==> config.mk <==
export PLATFORM = sky130hd
export DESIGN_NAME = dtc_top
export DESIGN_NICKNAME = d
export VERILOG_FILES = /design/src/design/dtc_pkg.sv /design/src/design/dtc_top.sv
export VERILOG_INCLUDE_DIRS = /design/src /design/src/design
export SDC_FILE = /design/constraint.sdc
export NUM_CORES = 1
export LEC_CHECK = 0
export BUFFER_PORTS_ARGS = -buffer_cell sky130_fd_sc_hd__buf_4
export CAP_MARGIN = 20
export CORE_MARGIN = 2
export CORE_UTILIZATION = 30
export DETAILED_ROUTE_END_ITERATION = 10
export PLACE_DENSITY = 0.57
export SETUP_SLACK_MARGIN = 0.2
export SLEW_MARGIN = 15
export SYNTH_ARGS = -nofsm -noshare
export SYNTH_HDL_FRONTEND = slang
export SYNTH_SLANG_ARGS = --single-unit
==> constraint.sdc <==
create_clock -name core_clk_i -period 3 [get_ports core_clk_i]
set_input_delay 0.75 -clock core_clk_i [delete_from_list [all_inputs] [get_ports core_clk_i]]
set_output_delay 0.75 -clock core_clk_i [all_outputs]
set_load 0.05 [all_outputs]
==> src/design/dtc_map.svh <==
`ifndef DTC_MAP_SVH
`define DTC_MAP_SVH

// register indices, byte address is four times the index
`define DTC_IDX_TIMER_CONTROL      8'h88
`define DTC_IDX_TIMER_MODE         8'h89
`define DTC_IDX_UNIT0_COUNT_LOW    8'h8a
`define DTC_IDX_UNIT1_COUNT_LOW    8'h8b
`define DTC_IDX_UNIT0_COUNT_HIGH   8'h8c
`define DTC_IDX_UNIT1_COUNT_HIGH   8'h8d
`define DTC_IDX_TIMER_CLOCK_SELECT 8'h8e
`define DTC_IDX_AUXILIARY_ONE      8'ha2
`define DTC_IDX_PORT3_MODE_ONE     8'hac

// reset values
`define DTC_RST_ZERO        8'h00
`define DTC_RST_PORT3_MODE  8'h3f
`define DTC_RST_DIV         4'h0

// timer_control fields, unit 1 sits two bits above unit 0
`define DTC_TIMER_CONTROL_RUN_LSB    4
`define DTC_TIMER_CONTROL_FLAG_LSB   5
`define DTC_TIMER_CONTROL_UNIT_STEP  2
// timer_mode: one nibble per unit
`define DTC_TIMER_MODE_UNIT_W     4
// timer_clock_select, auxiliary_one, port3_mode_one
`define DTC_CK_UNDIV_LSB    3
`define DTC_AUX_SLOW_LSB    4
`define DTC_P3_TOE_LSB      6
// stored bits of timer_clock_select and auxiliary_one
`define DTC_CK_MASK         8'h18
`define DTC_AUX_MASK        8'h30

// divide-by-12 prescaler, last count value
`define DTC_DIV_LAST        4'hb
`define DTC_DIV_STEP        4'h1
// count limits
`define DTC_BYTE_MAX        8'hff
`define DTC_M13_MAX         13'h1fff

`endif

==> src/design/dtc_pkg.sv <==
package dtc_pkg;

  typedef logic [31:0] dtc_word_t;
  typedef logic [7:0]  dtc_byte_t;

  typedef enum logic [1:0] {
    DTC_M13    = 2'b00,
    DTC_M16    = 2'b01,
    DTC_M8R    = 2'b10,
    DTC_MSPLIT = 2'b11
  } dtc_mode_t;

  // one nibble of timer_mode
  typedef struct packed {
    logic      gate;
    logic      ct;
    dtc_mode_t mode;
  } dtc_ucfg_t;

  // result of one count step
  typedef struct packed {
    dtc_byte_t hi;
    dtc_byte_t lo;
    logic      ovf;
  } dtc_step_t;

endpackage

==> src/design/dtc_top.sv <==
// Our own choice: the Avalon-MM register port.
`timescale 1ns/100ps
`include "dtc_map.svh"
module dtc_top (
  input  wire logic              core_clk_i,
  input  wire logic              rst_i,
  input  wire logic [9:0]        avs_address_i,
  input  wire logic              avs_read_i,
  input  wire logic              avs_write_i,
  input  wire dtc_pkg::dtc_word_t avs_writedata_i,
  input  wire logic [3:0]        avs_byteenable_i,
  output dtc_pkg::dtc_word_t     avs_readdata_o,
  output logic                   avs_waitrequest_o,
  input  wire logic              unit0_count_pin_i,
  output logic                   unit0_count_pin_o,
  output logic                   unit0_count_pin_oe_o,
  input  wire logic              unit1_count_pin_i,
  output logic                   unit1_count_pin_o,
  output logic                   unit1_count_pin_oe_o,
  input  wire logic              ext_irq_pin_zero_i,
  input  wire logic              ext_irq_pin_one_i,
  input  wire logic              low_speed_crystal_clock_i,
  input  wire logic              isr0_enter_i,
  input  wire logic              isr1_enter_i,
  output logic                   unit0_overflow_flag_o,
  output logic                   unit1_overflow_flag_o
);
  import dtc_pkg::*;

  function automatic dtc_step_t dtc_step(dtc_mode_t m, dtc_byte_t hi, dtc_byte_t lo);
    dtc_step_t s;
    s.hi  = hi;
    s.lo  = lo;
    s.ovf = 1'b0;
    unique case (m)
      DTC_M13: begin
        // upper three low-byte bits are left alone
        {s.ovf, s.hi, s.lo[4:0]} = {1'b0, hi, lo[4:0]} + 14'h0001;
      end
      DTC_M16: begin
        {s.ovf, s.hi, s.lo} = {1'b0, hi, lo} + 17'h00001;
      end
      DTC_M8R: begin
        {s.ovf, s.lo} = {1'b0, lo} + 9'h001;
        if (s.ovf) begin
          s.lo = hi;
        end
      end
      DTC_MSPLIT: begin
        {s.ovf, s.lo} = {1'b0, lo} + 9'h001;
      end
    endcase
    return s;
  endfunction

  // registers
  logic [1:0] run_reg;
  logic [1:0] flag_reg;
  dtc_byte_t  timer_mode_reg;
  dtc_byte_t  timer_clock_select_reg;
  dtc_byte_t  aux_reg;
  dtc_byte_t  p3m_reg;
  dtc_byte_t  lo_reg [2];
  dtc_byte_t  hi_reg [2];
  logic [1:0] tog_reg;
  logic       wait_reg;
  dtc_word_t  rdata_reg;
  logic [3:0] div_reg;

  // bus decode
  logic       bus_req;
  logic       bus_wr;
  logic [7:0] bus_idx;
  dtc_byte_t  wdata;
  dtc_byte_t  rd_mux;
  logic       wr_timer_control;
  logic [1:0] wr_lo;
  logic [1:0] wr_hi;

  // synchronisers and count sources
  logic [1:0] pin_s1;
  logic [1:0] pin_s2;
  logic [1:0] pin_s3;
  logic [1:0] irq_s1;
  logic [1:0] irq_s2;
  logic       lxt_s1;
  logic       lxt_s2;
  logic       lxt_s3;
  logic       lxt_rise;
  logic       div_tick;
  logic [1:0] pin_fall;
  logic [1:0] tmr_tick;
  logic [1:0] src_tick;
  logic [1:0] gate_ok;
  logic [1:0] cnt_en;
  logic [1:0] ovf;
  logic [1:0] isr_clr;
  logic [1:0] flag_set;
  dtc_ucfg_t  cfg [2];
  dtc_step_t  step [2];
  logic       split0;
  logic       hi0_en;
  logic       hi0_ovf;

  assign bus_req  = avs_read_i | avs_write_i;
  assign bus_idx  = avs_address_i[9:2];
  assign wdata    = avs_writedata_i[7:0];
  // writes land on the edge where waitrequest is seen low
  assign bus_wr   = avs_write_i & ~wait_reg & avs_byteenable_i[0];
  assign wr_timer_control  = bus_wr && (bus_idx == `DTC_IDX_TIMER_CONTROL);
  assign wr_lo[0] = bus_wr && (bus_idx == `DTC_IDX_UNIT0_COUNT_LOW);
  assign wr_lo[1] = bus_wr && (bus_idx == `DTC_IDX_UNIT1_COUNT_LOW);
  assign wr_hi[0] = bus_wr && (bus_idx == `DTC_IDX_UNIT0_COUNT_HIGH);
  assign wr_hi[1] = bus_wr && (bus_idx == `DTC_IDX_UNIT1_COUNT_HIGH);

  always_comb begin
    unique case (bus_idx)
      `DTC_IDX_TIMER_CONTROL:      rd_mux = {flag_reg[1], run_reg[1], flag_reg[0], run_reg[0], 4'h0};
      `DTC_IDX_TIMER_MODE:         rd_mux = timer_mode_reg;
      `DTC_IDX_UNIT0_COUNT_LOW:    rd_mux = lo_reg[0];
      `DTC_IDX_UNIT1_COUNT_LOW:    rd_mux = lo_reg[1];
      `DTC_IDX_UNIT0_COUNT_HIGH:   rd_mux = hi_reg[0];
      `DTC_IDX_UNIT1_COUNT_HIGH:   rd_mux = hi_reg[1];
      `DTC_IDX_TIMER_CLOCK_SELECT: rd_mux = timer_clock_select_reg;
      `DTC_IDX_AUXILIARY_ONE:      rd_mux = aux_reg;
      `DTC_IDX_PORT3_MODE_ONE:     rd_mux = p3m_reg;
      default:                     rd_mux = `DTC_RST_ZERO;
    endcase
  end

  // one wait cycle per access, so readdata is ready when wait drops
  always_ff @(posedge core_clk_i) begin
    if (rst_i) begin
      wait_reg <= 1'b1;
    end else begin
      wait_reg <= ~(bus_req & wait_reg);
    end
  end

  always_ff @(posedge core_clk_i) begin
    if (rst_i) begin
      rdata_reg <= 32'h0000_0000;
    end else if (avs_read_i && wait_reg) begin
      rdata_reg <= {24'h00_0000, rd_mux};
    end
  end

  // configuration registers
  always_ff @(posedge core_clk_i) begin
    if (rst_i) begin
      timer_mode_reg  <= `DTC_RST_ZERO;
      timer_clock_select_reg <= `DTC_RST_ZERO;
      aux_reg   <= `DTC_RST_ZERO;
      p3m_reg   <= `DTC_RST_PORT3_MODE;
    end else if (bus_wr) begin
      if (bus_idx == `DTC_IDX_TIMER_MODE) begin
        timer_mode_reg <= wdata;
      end
      // unimplemented bits of timer_clock_select and auxiliary_one are never stored, so they always read zero
      if (bus_idx == `DTC_IDX_TIMER_CLOCK_SELECT) begin
        timer_clock_select_reg <= wdata & `DTC_CK_MASK;
      end
      if (bus_idx == `DTC_IDX_AUXILIARY_ONE) begin
        aux_reg <= wdata & `DTC_AUX_MASK;
      end
      if (bus_idx == `DTC_IDX_PORT3_MODE_ONE) begin
        p3m_reg <= wdata;
      end
    end
  end

  always_ff @(posedge core_clk_i) begin
    if (rst_i) begin
      run_reg <= 2'b00;
    end else if (wr_timer_control) begin
      for (int k = 0; k < 2; k++) begin
        run_reg[k] <= wdata[`DTC_TIMER_CONTROL_RUN_LSB + `DTC_TIMER_CONTROL_UNIT_STEP * k];
      end
    end
  end

  // prescaler shared by both units
  assign div_tick = (div_reg == `DTC_DIV_LAST);
  always_ff @(posedge core_clk_i) begin
    if (rst_i || div_tick) begin
      div_reg <= `DTC_RST_DIV;
    end else begin
      div_reg <= div_reg + `DTC_DIV_STEP;
    end
  end

  // crystal is slow against core_clk, so a rising edge is one count
  always_ff @(posedge core_clk_i) begin
    if (rst_i) begin
      lxt_s1 <= 1'b0;
      lxt_s2 <= 1'b0;
      lxt_s3 <= 1'b0;
    end else begin
      lxt_s1 <= low_speed_crystal_clock_i;
      lxt_s2 <= lxt_s1;
      lxt_s3 <= lxt_s2;
    end
  end
  assign lxt_rise = lxt_s2 & ~lxt_s3;

  assign split0  = (cfg[0].mode == DTC_MSPLIT);
  // in split mode the high byte of unit 0 borrows unit 1's run bit
  assign hi0_en  = split0 && run_reg[1] && tmr_tick[0];
  assign hi0_ovf = hi0_en && (hi_reg[0] == `DTC_BYTE_MAX);
  assign isr_clr = {isr1_enter_i, isr0_enter_i};
  assign flag_set[0] = ovf[0];
  assign flag_set[1] = split0 ? hi0_ovf : ovf[1];

  genvar i;
  generate
    for (i = 0; i < 2; i++) begin : g_unit
      always_ff @(posedge core_clk_i) begin
        if (rst_i) begin
          pin_s1[i] <= 1'b1;
          pin_s2[i] <= 1'b1;
          pin_s3[i] <= 1'b1;
          irq_s1[i] <= 1'b0;
          irq_s2[i] <= 1'b0;
        end else begin
          pin_s1[i] <= i ? unit1_count_pin_i : unit0_count_pin_i;
          pin_s2[i] <= pin_s1[i];
          pin_s3[i] <= pin_s2[i];
          irq_s1[i] <= i ? ext_irq_pin_one_i : ext_irq_pin_zero_i;
          irq_s2[i] <= irq_s1[i];
        end
      end

      assign cfg[i]      = timer_mode_reg[`DTC_TIMER_MODE_UNIT_W * i +: `DTC_TIMER_MODE_UNIT_W];
      // history stage costs a cycle but compares two settled samples
      assign pin_fall[i] = pin_s3[i] & ~pin_s2[i];
      assign tmr_tick[i] = timer_clock_select_reg[`DTC_CK_UNDIV_LSB + i] | div_tick;
      // slow crystal first, then counter pin, then internal timer clock
      assign src_tick[i] = aux_reg[`DTC_AUX_SLOW_LSB + i] ? lxt_rise :
                           (cfg[i].ct ? pin_fall[i] : tmr_tick[i]);
      assign gate_ok[i]  = ~cfg[i].gate | irq_s2[i];
      assign step[i]     = dtc_step(cfg[i].mode, hi_reg[i], lo_reg[i]);
      assign ovf[i]      = cnt_en[i] & step[i].ovf;

      always_ff @(posedge core_clk_i) begin
        if (rst_i) begin
          lo_reg[i] <= `DTC_RST_ZERO;
          hi_reg[i] <= `DTC_RST_ZERO;
        end else begin
          if (cnt_en[i]) begin
            lo_reg[i] <= step[i].lo;
            hi_reg[i] <= step[i].hi;
          end
          if (i == 0 && hi0_en) begin
            hi_reg[i] <= hi_reg[i] + 8'h01;
          end
          // a software write wins over a count in the same cycle
          if (wr_lo[i]) begin
            lo_reg[i] <= wdata;
          end
          if (wr_hi[i]) begin
            hi_reg[i] <= wdata;
          end
        end
      end

      always_ff @(posedge core_clk_i) begin
        if (rst_i) begin
          flag_reg[i] <= 1'b0;
        end else if (flag_set[i]) begin
          flag_reg[i] <= 1'b1;
        end else if (wr_timer_control) begin
          flag_reg[i] <= wdata[`DTC_TIMER_CONTROL_FLAG_LSB + `DTC_TIMER_CONTROL_UNIT_STEP * i];
        end else if (isr_clr[i]) begin
          flag_reg[i] <= 1'b0;
        end
      end

      // toggle idles at one while disabled, so it starts high when enabled
      always_ff @(posedge core_clk_i) begin
        if (rst_i || !p3m_reg[`DTC_P3_TOE_LSB + i]) begin
          tog_reg[i] <= 1'b1;
        end else if (ovf[i]) begin
          tog_reg[i] <= ~tog_reg[i];
        end
      end
    end
  endgenerate

  assign cnt_en[0] = run_reg[0] && gate_ok[0] && src_tick[0];
  // unit 1 loses its run bit to unit 0 while unit 0 is split
  assign cnt_en[1] = (split0 || run_reg[1]) && gate_ok[1] && src_tick[1]
                     && (cfg[1].mode != DTC_MSPLIT);

  assign avs_readdata_o        = rdata_reg;
  assign avs_waitrequest_o     = wait_reg;
  assign unit0_count_pin_o     = tog_reg[0];
  assign unit1_count_pin_o     = tog_reg[1];
  assign unit0_count_pin_oe_o  = p3m_reg[`DTC_P3_TOE_LSB];
  assign unit1_count_pin_oe_o  = p3m_reg[`DTC_P3_TOE_LSB + 1];
  assign unit0_overflow_flag_o = flag_reg[0];
  assign unit1_overflow_flag_o = flag_reg[1];

  a_div_twelve: assert property (@(posedge core_clk_i) disable iff (rst_i)
    div_tick |-> ##1 !div_tick ##11 div_tick)
    else $error("prescaler tick spacing is not twelve");

  a_flag0_set: assert property (@(posedge core_clk_i) disable iff (rst_i)
    ovf[0] |=> flag_reg[0])
    else $error("unit0 overflow did not set its flag");

  a_split_flag: assert property (@(posedge core_clk_i) disable iff (rst_i)
    hi0_ovf |=> flag_reg[1])
    else $error("split high byte overflow did not set unit1 flag");

  a_flag_isr: assert property (@(posedge core_clk_i) disable iff (rst_i)
    (isr1_enter_i && !flag_set[1] && !wr_timer_control) |=> !flag_reg[1])
    else $error("unit1 flag not cleared on isr entry");

  a_run0_hold: assert property (@(posedge core_clk_i) disable iff (rst_i)
    (!run_reg[0] && !split0 && !bus_wr) |=> ($stable(lo_reg[0]) && $stable(hi_reg[0])))
    else $error("unit0 count moved while halted");

  a_unit1_freeze: assert property (@(posedge core_clk_i) disable iff (rst_i)
    (cfg[1].mode == DTC_MSPLIT && !bus_wr) [*2] |-> ($stable(lo_reg[1]) && $stable(hi_reg[1])))
    else $error("unit1 counted in mode 3");

  a_gate0_block: assert property (@(posedge core_clk_i) disable iff (rst_i)
    (cfg[0].gate && !irq_s2[0] && !split0 && !bus_wr) |=> $stable(lo_reg[0]))
    else $error("unit0 counted with gate low");

  a_reload_value: assert property (@(posedge core_clk_i) disable iff (rst_i)
    (ovf[0] && cfg[0].mode == DTC_M8R && !bus_wr) |=> (lo_reg[0] == $past(hi_reg[0])))
    else $error("reload did not copy high byte");

  a_m13_roll: assert property (@(posedge core_clk_i) disable iff (rst_i)
    (cnt_en[0] && cfg[0].mode == DTC_M13 && {hi_reg[0], lo_reg[0][4:0]} == `DTC_M13_MAX && !bus_wr)
    |=> (flag_reg[0] && hi_reg[0] == 8'h00 && lo_reg[0][4:0] == 5'h00))
    else $error("13-bit roll did not flag");

  a_pin_edge: assert property (@(posedge core_clk_i) disable iff (rst_i)
    pin_fall[0] |-> ($past(unit0_count_pin_i, 3) && !$past(unit0_count_pin_i, 2)))
    else $error("pin fall without high then low");

  a_toggle_flip: assert property (@(posedge core_clk_i) disable iff (rst_i)
    (ovf[1] && p3m_reg[`DTC_P3_TOE_LSB + 1] && !bus_wr) |=> (unit1_count_pin_o != $past(unit1_count_pin_o)))
    else $error("unit1 pin did not toggle on overflow");

  a_wait_one: assert property (@(posedge core_clk_i) disable iff (rst_i)
    (bus_req && wait_reg) |=> !wait_reg ##1 wait_reg)
    else $error("waitrequest did not drop for exactly one cycle");

endmodule

==> results.ini, run 1 <==
[grt]
antenna_found_initial = 0
grt_pass1_wl_um = 23300
grt_pass1_vias = 4007
grt-ovfl-total = 0
gr-usage-all-layers_pct = 17.1
grt_max_degree = 26

[timing]
max_slew_margin_pct = 35.0
hold_violations = 0
rsz0062_at_grt = false
tightest_slew_ns = 0.968
max_freq_mhz = 391
slew_viol_final = 0
timing.final.crit_share_pct = 85.2
min_period_ns = 2.55
finalClockSkew_ns = 0.0124
holdWs_ns = 0.408
setup_viol = 0
setup_tns_ns = 0
finalWorstSetupSlack_ns = 0.445

[critical_path]
crit_arrival_ns = 2.66
cpPeakStageDelay_ns = 0.77
crit_start = lo_reg[1][0]$_SDFFCE_PN0P_
cp_top_family = compound AO/OA/AOI/OAI gates
path_depth = 6
regToRegSetupSlack_ns = 0.45
end_kind = flop
worstReg2RegStart = lo_reg[1][0]$_SDFFCE_PN0P_
worstPathRequired_ns = 3.10
cp_slowest_cell = a2111oi_0
start_kind = flop
ff2ff_path_depth = 6
cp-endpoint = lo_reg[1][3]$_SDFFCE_PN0P_
regToRegEndpoint = lo_reg[1][3]$_SDFFCE_PN0P_
cp_cell_sequence = ha_1, and3_1, nand2_1, a2111oi_0, o21ai_0, a22o_1
critPathBufInv = 0
path_max_fanout = 7
path_class = flop to flop

[die]
fp.coreArea_um2 = 16600
io_pins = 96
die_h_um = 135
core.rowCount = 47
die-area_um2 = 18100
initial_core_util_pct = 30.7
die_w_um = 135

[clock_network]
cts_setup_buffers = 0
post_cts_resized = 0
clock_latency_ns = 0.35
clk_path_buf_depth = 2
cts_sinks = 84
cts_inserted_buffers = 9
htree_num_levels = 3
cts_tree = yes
clock-root-buffer = clkbuf_16
cts_hold_buffers = 0
path_clk_slew_ns = 0.07

[yosys]
synth-edff-count = 32
synth.ff_latch_count = 84
syn-cell-area_um2 = 5110
synthDistinctLibCells = 63
syn_area_per_cell_um2 = 8.88
netlist_top_cells_area = dfxtp_1 20%, edfxtp_1 19%, mux2i_1 7.4%
yosys_most_used_dff = dfxtp_1
synth_top_cell_area_share_pct = 20.4
synthCells = 576
yosysMostFrequentCell = nand2_1
yosysTopAreaCell = dfxtp_1
async_reset_ff_share_pct = 0
synthTopCellsByCount = 66 x nand2_1, 52 x dfxtp_1, 48 x nor2_1, 45 x o21ai_0, 38 x mux2i_1
ys_warn_count = 0
ys_seq_area_share_pct = 39.1

[cells_and_area]
regArea_um2 = 2000
area_delta_synth_final_pct = 15.7
multi_input_area_um2 = 2840
drive_gt1_share_pct = 15.1
fin_cells = 842
fillers = 1724
num-nets-final = 682
antenna_cells = 0
postLayoutCoreUtil_pct = 35.6
stdcell_area_um2 = 5920

[power_and_ir_drop]
total_power_mw = 2.65
power_density_nw_per_um2 = 448
p_leak_nw = 2.24
ir_drop_uv = 234

[routing]
post_drt_wl_per_cell_um = 18.4
via_count = 4440
vias_per_cell = 5.27
ant_nets = 0
dr.pass1.iters = 5
drc_errors = 0
drt_wl_total_um = 15500
drtIter0Drc = 378

[place]
dpl_worst_slack_ns = 0.236
gp_congestion = 0.936
placed_area_um2 = 5610
dp_hpwl_um = 11500
place_inst = 826
portBuffers = 42

[hold_path]
hp-class = flop to flop
min_from = pin_s1[1]$_SDFF_PP1_

[run]
maxCapViolations = 0

[run_status]
status = finished, final reports clean

==> metal layers <==
layer,GRT usage (%),vias to the layer above,wire (um)
met5,0,-,0
met4,6.02,0,378
met3,3.19,24,997
met2,25.1,193,6750
met1,24.9,2088,7350
li1,-,2135,-
==> logic make-up after synthesis <==
| kind of cell | after synthesis | synth area share (%) |
|---|---|---|
| simple gates | 219 | 23.0 |
| compound gates | 133 | 17.1 |
| flops | 84 | 39.1 |
| buf+inv | 69 | 7.07 |
| mux | 40 | 7.88 |
| xor+xnor | 22 | 3.77 |
| fa+ha+maj | 8 | 1.96 |
| other cells | 1 | 0.0733 |
==> report_power, final <==
part / internal [mW] / switching, mW / leakage [nW] / total (mW)
clock: 0.659 / 0.506 / 0.153 / 1.16
combinational: 0.0691 / 0.177 / 1.34 / 0.246
sequential: 1.21 / 0.0341 / 0.753 / 1.24
==> final cells by class <==
class | count | share of cell area, %
Timing Repair Buffer | 57 | 7.23
Clock inverter | 7 | 1.33
Tap cell | 220 | 4.65
Sequential cell | 84 | 33.8
Clock buffer | 9 | 3.81
Multi-Input combinational cell | 446 | 47.9
Inverter | 19 | 1.21
==> cells in the final DEF, fill, tap and decap left out, drive strengths merged, types with 5 or more instances in the layout <==
cell type / n
nand3: 20
or2: 8
o21ai: 45
nor3: 10
nand2b: 5
a21oi: 19
conb: 24
nor2b: 14
nor4: 10
o22ai: 6
a211oi: 6
a21o: 5
ha: 8
nand4: 7
xnor2: 13
a31oi: 7
nand2: 66
a22oi: 6
mux2i: 38
dfxtp: 52
xor2: 9
a22o: 12
edfxtp: 32
nor2: 49
buf: 57
inv: 24
and3: 6
clkbuf: 9
==> worst min-delay path by stage <==
stage / depth (start not counted) / to / slack, ns
6_report: 1 / pin_s2[1]$_SDFF_PP1_ / 0.41
2_1_floorplan: 1 / pin_s2[0]$_SDFF_PP1_ / 0.39
3_3_place_gp: 1 / pin_s2[1]$_SDFF_PP1_ / 0.40
3_5_place_dp: 1 / pin_s2[1]$_SDFF_PP1_ / 0.39
5_1_grt: 1 / pin_s2[1]$_SDFF_PP1_ / 0.42
4_1_cts: 1 / pin_s2[1]$_SDFF_PP1_ / 0.41
No activity file was read; power rests on OpenSTA's default activity.
==> run 2: changes to the inputs <==
--- a/config.mk
+++ b/config.mk
@@ -6,11 +6,13 @@
 export SDC_FILE = /design/constraint.sdc
 export NUM_CORES = 1
 export LEC_CHECK = 0
+export ABC_AREA = 1
 export BUFFER_PORTS_ARGS = -buffer_cell sky130_fd_sc_hd__buf_4
 export CAP_MARGIN = 20
 export CORE_MARGIN = 2
 export CORE_UTILIZATION = 30
 export DETAILED_ROUTE_END_ITERATION = 10
+export MAX_ROUTING_LAYER = met4
 export PLACE_DENSITY = 0.57
 export SETUP_SLACK_MARGIN = 0.2
 export SLEW_MARGIN = 15
==> results.ini, run 2 <==
[yosys]
ys_warn_count = 0  ; unchanged
netlist_top_cells_area = dfxtp_1 18%, edfxtp_1 17%, nand2_1 13%  ; was dfxtp_1 20%, edfxtp_1 19%, mux2i_1 7.4%
ys_seq_area_share_pct = 34.5  ; was 39.1%
synth.ff_latch_count = 84  ; unchanged
synthSimpleGateAreaFrac_pct = 35.3  ; was 23.0%
synth_top_family_by_area = simple AND/OR/NAND/NOR gates  ; unchanged
synthDistinctLibCells = 40  ; was 63
yosysTopAreaCell = dfxtp_1  ; unchanged
synth-compound-area-share_pct = 12.7  ; was 17.1%
synthAdderAreaFrac_pct = 1.73  ; was 1.96%
synthTopCellsByCount = 198 x nand2_1, 97 x inv_1, 93 x nand3_1, 78 x nor2_1, 52 x dfxtp_1  ; was 66 x nand2_1, 52 x dfxtp_1, 48 x nor2_1, 45 x o21ai_0, 38 x mux2i_1
async_reset_ff_share_pct = 0  ; unchanged
yosys_most_used_dff = dfxtp_1  ; unchanged
synthCells = 823  ; was 576
syn-cell-area_um2 = 5800  ; was 5110 um2
synth-edff-count = 32  ; unchanged
yosysMostFrequentCell = nand2_1  ; unchanged
synth_xor_area_share_pct = 3.63  ; was 3.77%
syn_area_per_cell_um2 = 7.04  ; was 8.88 um2
muxShareOfSynthArea_pct = 0.173  ; was 7.88%
synth_top_cell_area_share_pct = 18.0  ; was 20.4%

[timing]
slew_viol_final = 0  ; unchanged
setup_tns_ns = 0  ; unchanged
min_period_ns = 2.30  ; was 2.55 ns
setup_viol = 0  ; unchanged
rsz0062_at_grt = false  ; unchanged
max_slew_margin_pct = 47.8  ; was 35.0%
hold_violations = 0  ; unchanged
max_freq_mhz = 434  ; was 391 MHz
tightest_slew_ns = 0.779  ; was 0.968 ns
finalClockSkew_ns = 0.00490  ; was 0.0124 ns
timing.final.crit_share_pct = 76.8  ; was 85.2%

[place]
placed_area_um2 = 6280  ; was 5610 um2
portBuffers = 42  ; unchanged
dp_hpwl_um = 13200  ; was 11500 um
gp_congestion = 0.903  ; was 0.936

[clock_network]
path_clk_slew_ns = 0.07  ; about the same
cts_tree = yes  ; unchanged
clock_latency_ns = 0.35  ; about the same
htree_num_levels = 3  ; unchanged
cts_setup_buffers = 0  ; unchanged
clk_path_buf_depth = 2  ; unchanged
cts_sinks = 84  ; unchanged
cts_inserted_buffers = 9  ; unchanged
post_cts_resized = 0  ; unchanged
clock-root-buffer = clkbuf_16  ; unchanged
cts_hold_buffers = 0  ; unchanged

[die]
fp.coreArea_um2 = 18800  ; was 16600 um2
initial_core_util_pct = 30.8  ; was 30.7%
die_h_um = 143  ; was 135 um
die-area_um2 = 20400  ; was 18100 um2
core.rowCount = 50  ; was 47
io_pins = 96  ; unchanged
die_w_um = 143  ; was 135 um

[grt]
grt-ovfl-total = 0  ; unchanged
grt_pass1_vias = 4886  ; was 4007
gr-usage-all-layers_pct = 17.7  ; was 17.1%
grt_max_degree = 34  ; was 26
antenna_found_initial = 0  ; unchanged
grt_pass1_wl_um = 26600  ; was 23300 um

[critical_path]
regToRegSetupSlack_ns = 0.70  ; was 0.45 ns
crit_arrival_ns = 2.29  ; was 2.66 ns
end_kind = flop  ; unchanged
worstReg2RegStart = timer_mode_reg[4]$_SDFFE_PP0P_  ; was lo_reg[1][0]$_SDFFCE_PN0P_
cp_slowest_cell = o211ai_1  ; was a2111oi_0
cp_top_family = compound AO/OA/AOI/OAI gates  ; unchanged
start_kind = flop  ; unchanged
path_max_fanout = 8  ; was 7
critPathBufInv = 1  ; was 0
cpPeakStageDelay_ns = 0.67  ; was 0.77 ns
ff2ff_path_depth = 6  ; unchanged
path_class = flop to flop  ; unchanged
worstPathRequired_ns = 2.98  ; was 3.10 ns
cp_cell_sequence = ha_1, inv_1, nand3_1, nor2_2, nand2_1, o211ai_1  ; was ha_1, and3_1, nand2_1, a2111oi_0, o21ai_0, a22o_1
regToRegEndpoint = hi_reg[1][3]$_SDFFCE_PN0P_  ; was lo_reg[1][3]$_SDFFCE_PN0P_

[routing]
post_drt_wl_per_cell_um = 15.1  ; was 18.4 um
drt_wl_total_um = 17100  ; was 15500 um
drc_errors = 0  ; unchanged
dr.pass1.iters = 5  ; unchanged
drtIter0Drc = 508  ; was 378
ant_nets = 0  ; unchanged
via_count = 5348  ; was 4440
vias_per_cell = 4.74  ; was 5.27

[cells_and_area]
postLayoutCoreUtil_pct = 35.0  ; was 35.6%
drive_gt1_share_pct = 15.4  ; was 15.1%
stdcell_area_um2 = 6590  ; was 5920 um2
mostFrequentLayoutCells = 198 x nand2_1, 97 x inv_1, 93 x nand3_1, 78 x nor2_1, 52 x dfxtp_1  ; was 66 x nand2_1, 57 x buf_4, 52 x dfxtp_1, 48 x nor2_1, 45 x o21ai_0
area_delta_synth_final_pct = 13.6  ; was 15.7%
antenna_cells = 0  ; unchanged
layout_commonest_cell = nand2_1  ; unchanged
num-nets-final = 929  ; was 682

[power_and_ir_drop]
ir_drop_uv = 252  ; was 234 uV
power_density_nw_per_um2 = 408  ; was 448 nW/um2
p_leak_nw = 2.90  ; was 2.24 nW

[run]
maxCapViolations = 0  ; unchanged

[hold_path]
holdPathEnd = irq_s2[0]$_SDFF_PP0_  ; was pin_s2[1]$_SDFF_PP1_
hold_depth = 2  ; was 1
hp-class = flop to flop  ; unchanged
min_from = irq_s1[0]$_SDFF_PP0_  ; was pin_s1[1]$_SDFF_PP1_

[run_status]
status = finished, final reports clean  ; unchanged

run 2: cell count changes in the layout (fill, tap and decap cells not counted), moves of 14 or more:
cell / delta
a21oi_1: +20
inv_1: +78
mux2i_1: -37
nand2_1: +132
nand3_1: +73
nor2_1: +30
nor2b_1: -14
run 2: worst max path at each step:
stage | start | to | cells past startpoint
floorplan | avs_address_i[8] | hi_reg[0][0]$_DFFE_PP_ | 8
global placement | avs_address_i[6] | hi_reg[1][2]$_SDFFCE_PN0P_ | 8
detailed placement | avs_address_i[6] | hi_reg[1][2]$_SDFFCE_PN0P_ | 8
CTS | timer_mode_reg[4]$_SDFFE_PP0P_ | hi_reg[1][2]$_SDFFCE_PN0P_ | 6
global route | timer_mode_reg[4]$_SDFFE_PP0P_ | hi_reg[1][3]$_SDFFCE_PN0P_ | 6
finish | timer_mode_reg[4]$_SDFFE_PP0P_ | hi_reg[1][3]$_SDFFCE_PN0P_ | 6
run 2: kinds of logic after synthesis:
group / Yosys count
and+or+nand+nor: 430
buffers and inverters: 148
AOI/OAI and AO/OA: 127
DFF: 84
xor gates and xnor gates: 24
adders and majority gates: 8
other: 1
muxes: 1
run 2: per-stage QoR:
step,power (mW),setup WS (ns),instances,hold slack (ns)
4_1_cts,2.71,0.678,1129,0.404
2_1_floorplan,1.47,0.817,846,0.388
6_report,2.69,0.696,1129,0.403
5_1_grt,2.78,0.502,1129,0.424
3_5_place_dp,1.54,0.550,1113,0.394
3_3_place_gp,1.54,0.575,1113,0.388
run 2: cell type report:
type / count / area (um2)
well taps: 260 / 325
flip-flops and latches: 84 / 2000
inverters: 106 / 398
fillers: 2024 / 12200
clock buffers: 9 / 225
repair buffers: 49 / 368
multi-input cells: 614 / 3190
clock inverters: 7 / 80.1
run 2: power by group:
group	switching [mW]	total, mW	internal, mW
Clock	0.516	1.17	0.659
Combinational	0.204	0.271	0.0673
Sequential	0.0358	1.24	1.21
Total	0.756	2.69	1.93
run 2: metal layers:
metal  part of all wire, %  track usage (%)  up-vias  routed length, um
li1                      -                -     2716                  -
met1                    47             23.9     2451               8100
met2                    45             26.9      159               7700
met3                   5.3             2.85       22                899
met4                   2.2             6.25        0                375
met5                     0                -        -                  0
run 2: tightest hold or removal path: cells and delay by family (launching register included):
family	cells	cell delay (ns)
buf+inv	1	0.04
flops	1	0.30
simple gates	1	0.03
==> run 3: changes to the inputs <==
--- a/config.mk
+++ b/config.mk
@@ -6,14 +6,14 @@
 export SDC_FILE = /design/constraint.sdc
 export NUM_CORES = 1
 export LEC_CHECK = 0
-export ABC_AREA = 1
+export ABC_AREA = 0
 export BUFFER_PORTS_ARGS = -buffer_cell sky130_fd_sc_hd__buf_4
 export CAP_MARGIN = 20
 export CORE_MARGIN = 2
 export CORE_UTILIZATION = 30
 export DETAILED_ROUTE_END_ITERATION = 10
 export MAX_ROUTING_LAYER = met4
-export PLACE_DENSITY = 0.57
+export PLACE_DENSITY = 0.59
 export SETUP_SLACK_MARGIN = 0.2
 export SLEW_MARGIN = 15
 export SYNTH_ARGS = -nofsm -noshare
==> constraint.sdc (replaced) <==
create_clock -name core_clk_i -period 1.85 [get_ports core_clk_i]
set_input_delay 0.4625 -clock core_clk_i [delete_from_list [all_inputs] [get_ports core_clk_i]]
set_output_delay 0.4625 -clock core_clk_i [all_outputs]
set_load 0.05 [all_outputs]
==> results.ini, run 3 (synthesis gave the netlist of run 1 again) <==
[routing]
drt_wl_total_um = 18100  ; was 17100 um
drtIter0Drc = 335  ; was 508
drc_errors = 0  ; unchanged
via_count = 5110  ; was 5348
vias_per_cell = 5.10  ; was 4.74
post_drt_wl_per_cell_um = 18.1  ; was 15.1 um
dr.pass1.iters = 5  ; unchanged
ant_nets = 0  ; unchanged

[place]
dpl_worst_slack_ns = -0.409  ; was 0.550 ns
dp_hpwl_um = 13400  ; was 13200 um
portBuffers = 42  ; unchanged
place_inst = 961  ; was 1113
gp_congestion = 0.951  ; was 0.903

[run_status]
status = complete, but fails checks  ; was finished, final reports clean
violations = negative setup slack

[timing]
finalClockSkew_ns = 0.0105  ; was 0.00490 ns
min_period_ns = 2.06  ; was 2.30 ns
max_freq_mhz = 486  ; was 434 MHz
rsz0062_at_grt = true  ; was false
setup_tns_ns = -7.24  ; was 0 ns
timing.final.crit_share_pct = 111  ; was 76.8%
setup_viol = 56  ; was 0
hold_violations = 0  ; unchanged
slew_viol_final = 0  ; unchanged
finalWorstSetupSlack_ns = -0.208  ; was 0.696 ns

[critical_path]
path_max_fanout = 8  ; unchanged
start_kind = flop  ; unchanged
end_kind = flop  ; unchanged
cp_slowest_cell = or3_4  ; was o211ai_1
worstPathRequired_ns = 2.07  ; was 2.98 ns
regToRegSetupSlack_ns = -0.21  ; was 0.70 ns
cpPeakStageDelay_ns = 0.40  ; was 0.67 ns
worstReg2RegStart = div_reg[0]$_SDFF_PP0_  ; was timer_mode_reg[4]$_SDFFE_PP0P_
ff2ff_path_depth = 9  ; was 6
cp_cell_sequence = ha_4, nand3b_1, buf_4, buf_6, a22oi_2, o221ai_2, buf_6, or3_4, o21ai_1  ; was ha_1, inv_1, nand3_1, nor2_2, nand2_1, o211ai_1
crit_arrival_ns = 2.28  ; was 2.29 ns
regToRegEndpoint = hi_reg[1][6]$_SDFFCE_PN0P_  ; was hi_reg[1][3]$_SDFFCE_PN0P_
cp_common_cell = buf_6
path_class = flop to flop  ; unchanged

[die]
die_w_um = 135  ; was 143 um
initial_core_util_pct = 30.7  ; was 30.8%
io_pins = 96  ; unchanged
core.rowCount = 47  ; was 50
die_h_um = 135  ; was 143 um
fp.coreArea_um2 = 16600  ; was 18800 um2
die-area_um2 = 18100  ; was 20400 um2

[cells_and_area]
area_delta_synth_final_pct = 54.1  ; was 13.6%
drive_gt1_share_pct = 44.0  ; was 15.4%
antenna_cells = 0  ; unchanged
layout_commonest_cell = buf_4  ; was nand2_1
num-nets-final = 841  ; was 929
fillers = 1562  ; was 2024
mostFrequentLayoutCells = 186 x buf_4, 60 x nand2_1, 48 x dfxtp_1, 45 x nor2_1, 37 x mux2i_1  ; was 198 x nand2_1, 97 x inv_1, 93 x nand3_1, 78 x nor2_1, 52 x dfxtp_1
postLayoutCoreUtil_pct = 47.4  ; was 35.0%
fin_cells = 1001  ; was 1129

[power_and_ir_drop]
power_density_nw_per_um2 = 571  ; was 408 nW/um2
total_power_mw = 4.51  ; was 2.69 mW
p_leak_nw = 3.18  ; was 2.90 nW
ir_drop_uv = 459  ; was 252 uV

[grt]
gr-usage-all-layers_pct = 20.5  ; was 17.7%
antenna_found_initial = 0  ; unchanged
grt_pass1_vias = 4901  ; was 4886
grt_max_degree = 18  ; was 34
grt-ovfl-total = 0  ; unchanged
grt_pass1_wl_um = 27400  ; was 26600 um

[clock_network]
cts_tree = yes  ; unchanged
cts_sinks = 84  ; unchanged
path_clk_slew_ns = 0.07  ; about the same
clock_latency_ns = 0.36  ; was 0.35 ns
clock-root-buffer = clkbuf_16  ; unchanged
cts_hold_buffers = 0  ; unchanged
htree_num_levels = 3  ; unchanged
cts_inserted_buffers = 9  ; unchanged
clk_path_buf_depth = 2  ; unchanged

[hold_path]
hold_depth = 2  ; unchanged
min_from = unit0_count_pin_i  ; was irq_s1[0]$_SDFF_PP0_
holdPathEnd = pin_s1[0]$_SDFF_PP1_  ; was irq_s2[0]$_SDFF_PP0_
hp-class = input pin to flop  ; was flop to flop

[run]
maxCapViolations = 0  ; unchanged

-- run 3: how the worst max path moves through the flow --
stage	startpoint	to	cells after the start
after CTS	div_reg[0]$_SDFF_PP0_	hi_reg[0][4]$_DFFE_PP_	9
final	div_reg[0]$_SDFF_PP0_	hi_reg[1][6]$_SDFFCE_PN0P_	9
after detailed placement	avs_address_i[9]	avs_readdata_o[7]$_SDFFE_PP0P_	7
after global placement	avs_address_i[9]	avs_readdata_o[7]$_SDFFE_PP0P_	7
after global routing	div_reg[0]$_SDFF_PP0_	hi_reg[0][4]$_DFFE_PP_	9
after floorplan	avs_address_i[8]	lo_reg[0][5]$_DFFE_PP_	7
-- run 3: per-stage QoR --
stage | instance area, um2 | hold slack (ns)
after floorplan | 5310 | 0.389
after global placement | 6760 | 0.391
after detailed placement | 6760 | 0.399
after CTS | 7470 | 0.277
after global routing | 7880 | 0.281
final | 7880 | 0.288
-- run 3: final cells by class --
| type | instances | area [um2] | area share [%] |
|---|---|---|---|
| Clock buffer | 9 | 225 | 2.86 |
| Clock inverter | 7 | 78.8 | 1.00 |
| Inverter | 19 | 71.3 | 0.905 |
| Multi-Input combinational cell | 446 | 3440 | 43.6 |
| Sequential cell | 84 | 2010 | 25.5 |
| Tap cell | 220 | 275 | 3.49 |
| Timing Repair Buffer | 216 | 1790 | 22.7 |
-- run 3: critical path, delay by kind of cell, from the launching register on --
kind | cells | cell delay [ns]
AO/OA/AOI/OAI | 3 | 0.42
adder cells (fa/ha/maj) | 1 | 0.14
buffers and inverters | 3 | 0.45
flip-flops | 1 | 0.35
AND/OR/NAND/NOR | 2 | 0.55
-- run 3: repair_timing --
item,4_1_cts,5_1_grt
gates resized for setup,92,66
setup buffers,8,16
setup endpoints to repair,95,94
pin swaps,31,42
-- run 3: layer usage --
layer / vias up / global-route usage (%) / routed length, um
li1: 2453 / - / -
met1: 2451 / 27.6 / 8280
met2: 178 / 31.6 / 8440
met3: 28 / 2.82 / 937
met4: 0 / 7.43 / 442
met5: - / - / 0
-- run 3: where the power goes --
part	switching [mW]	total, mW	internal, mW
Clock	0.845	1.91	1.07
Sequential	0.0311	1.99	1.96
Combinational	0.379	0.602	0.223
Total	1.25	4.51	3.25
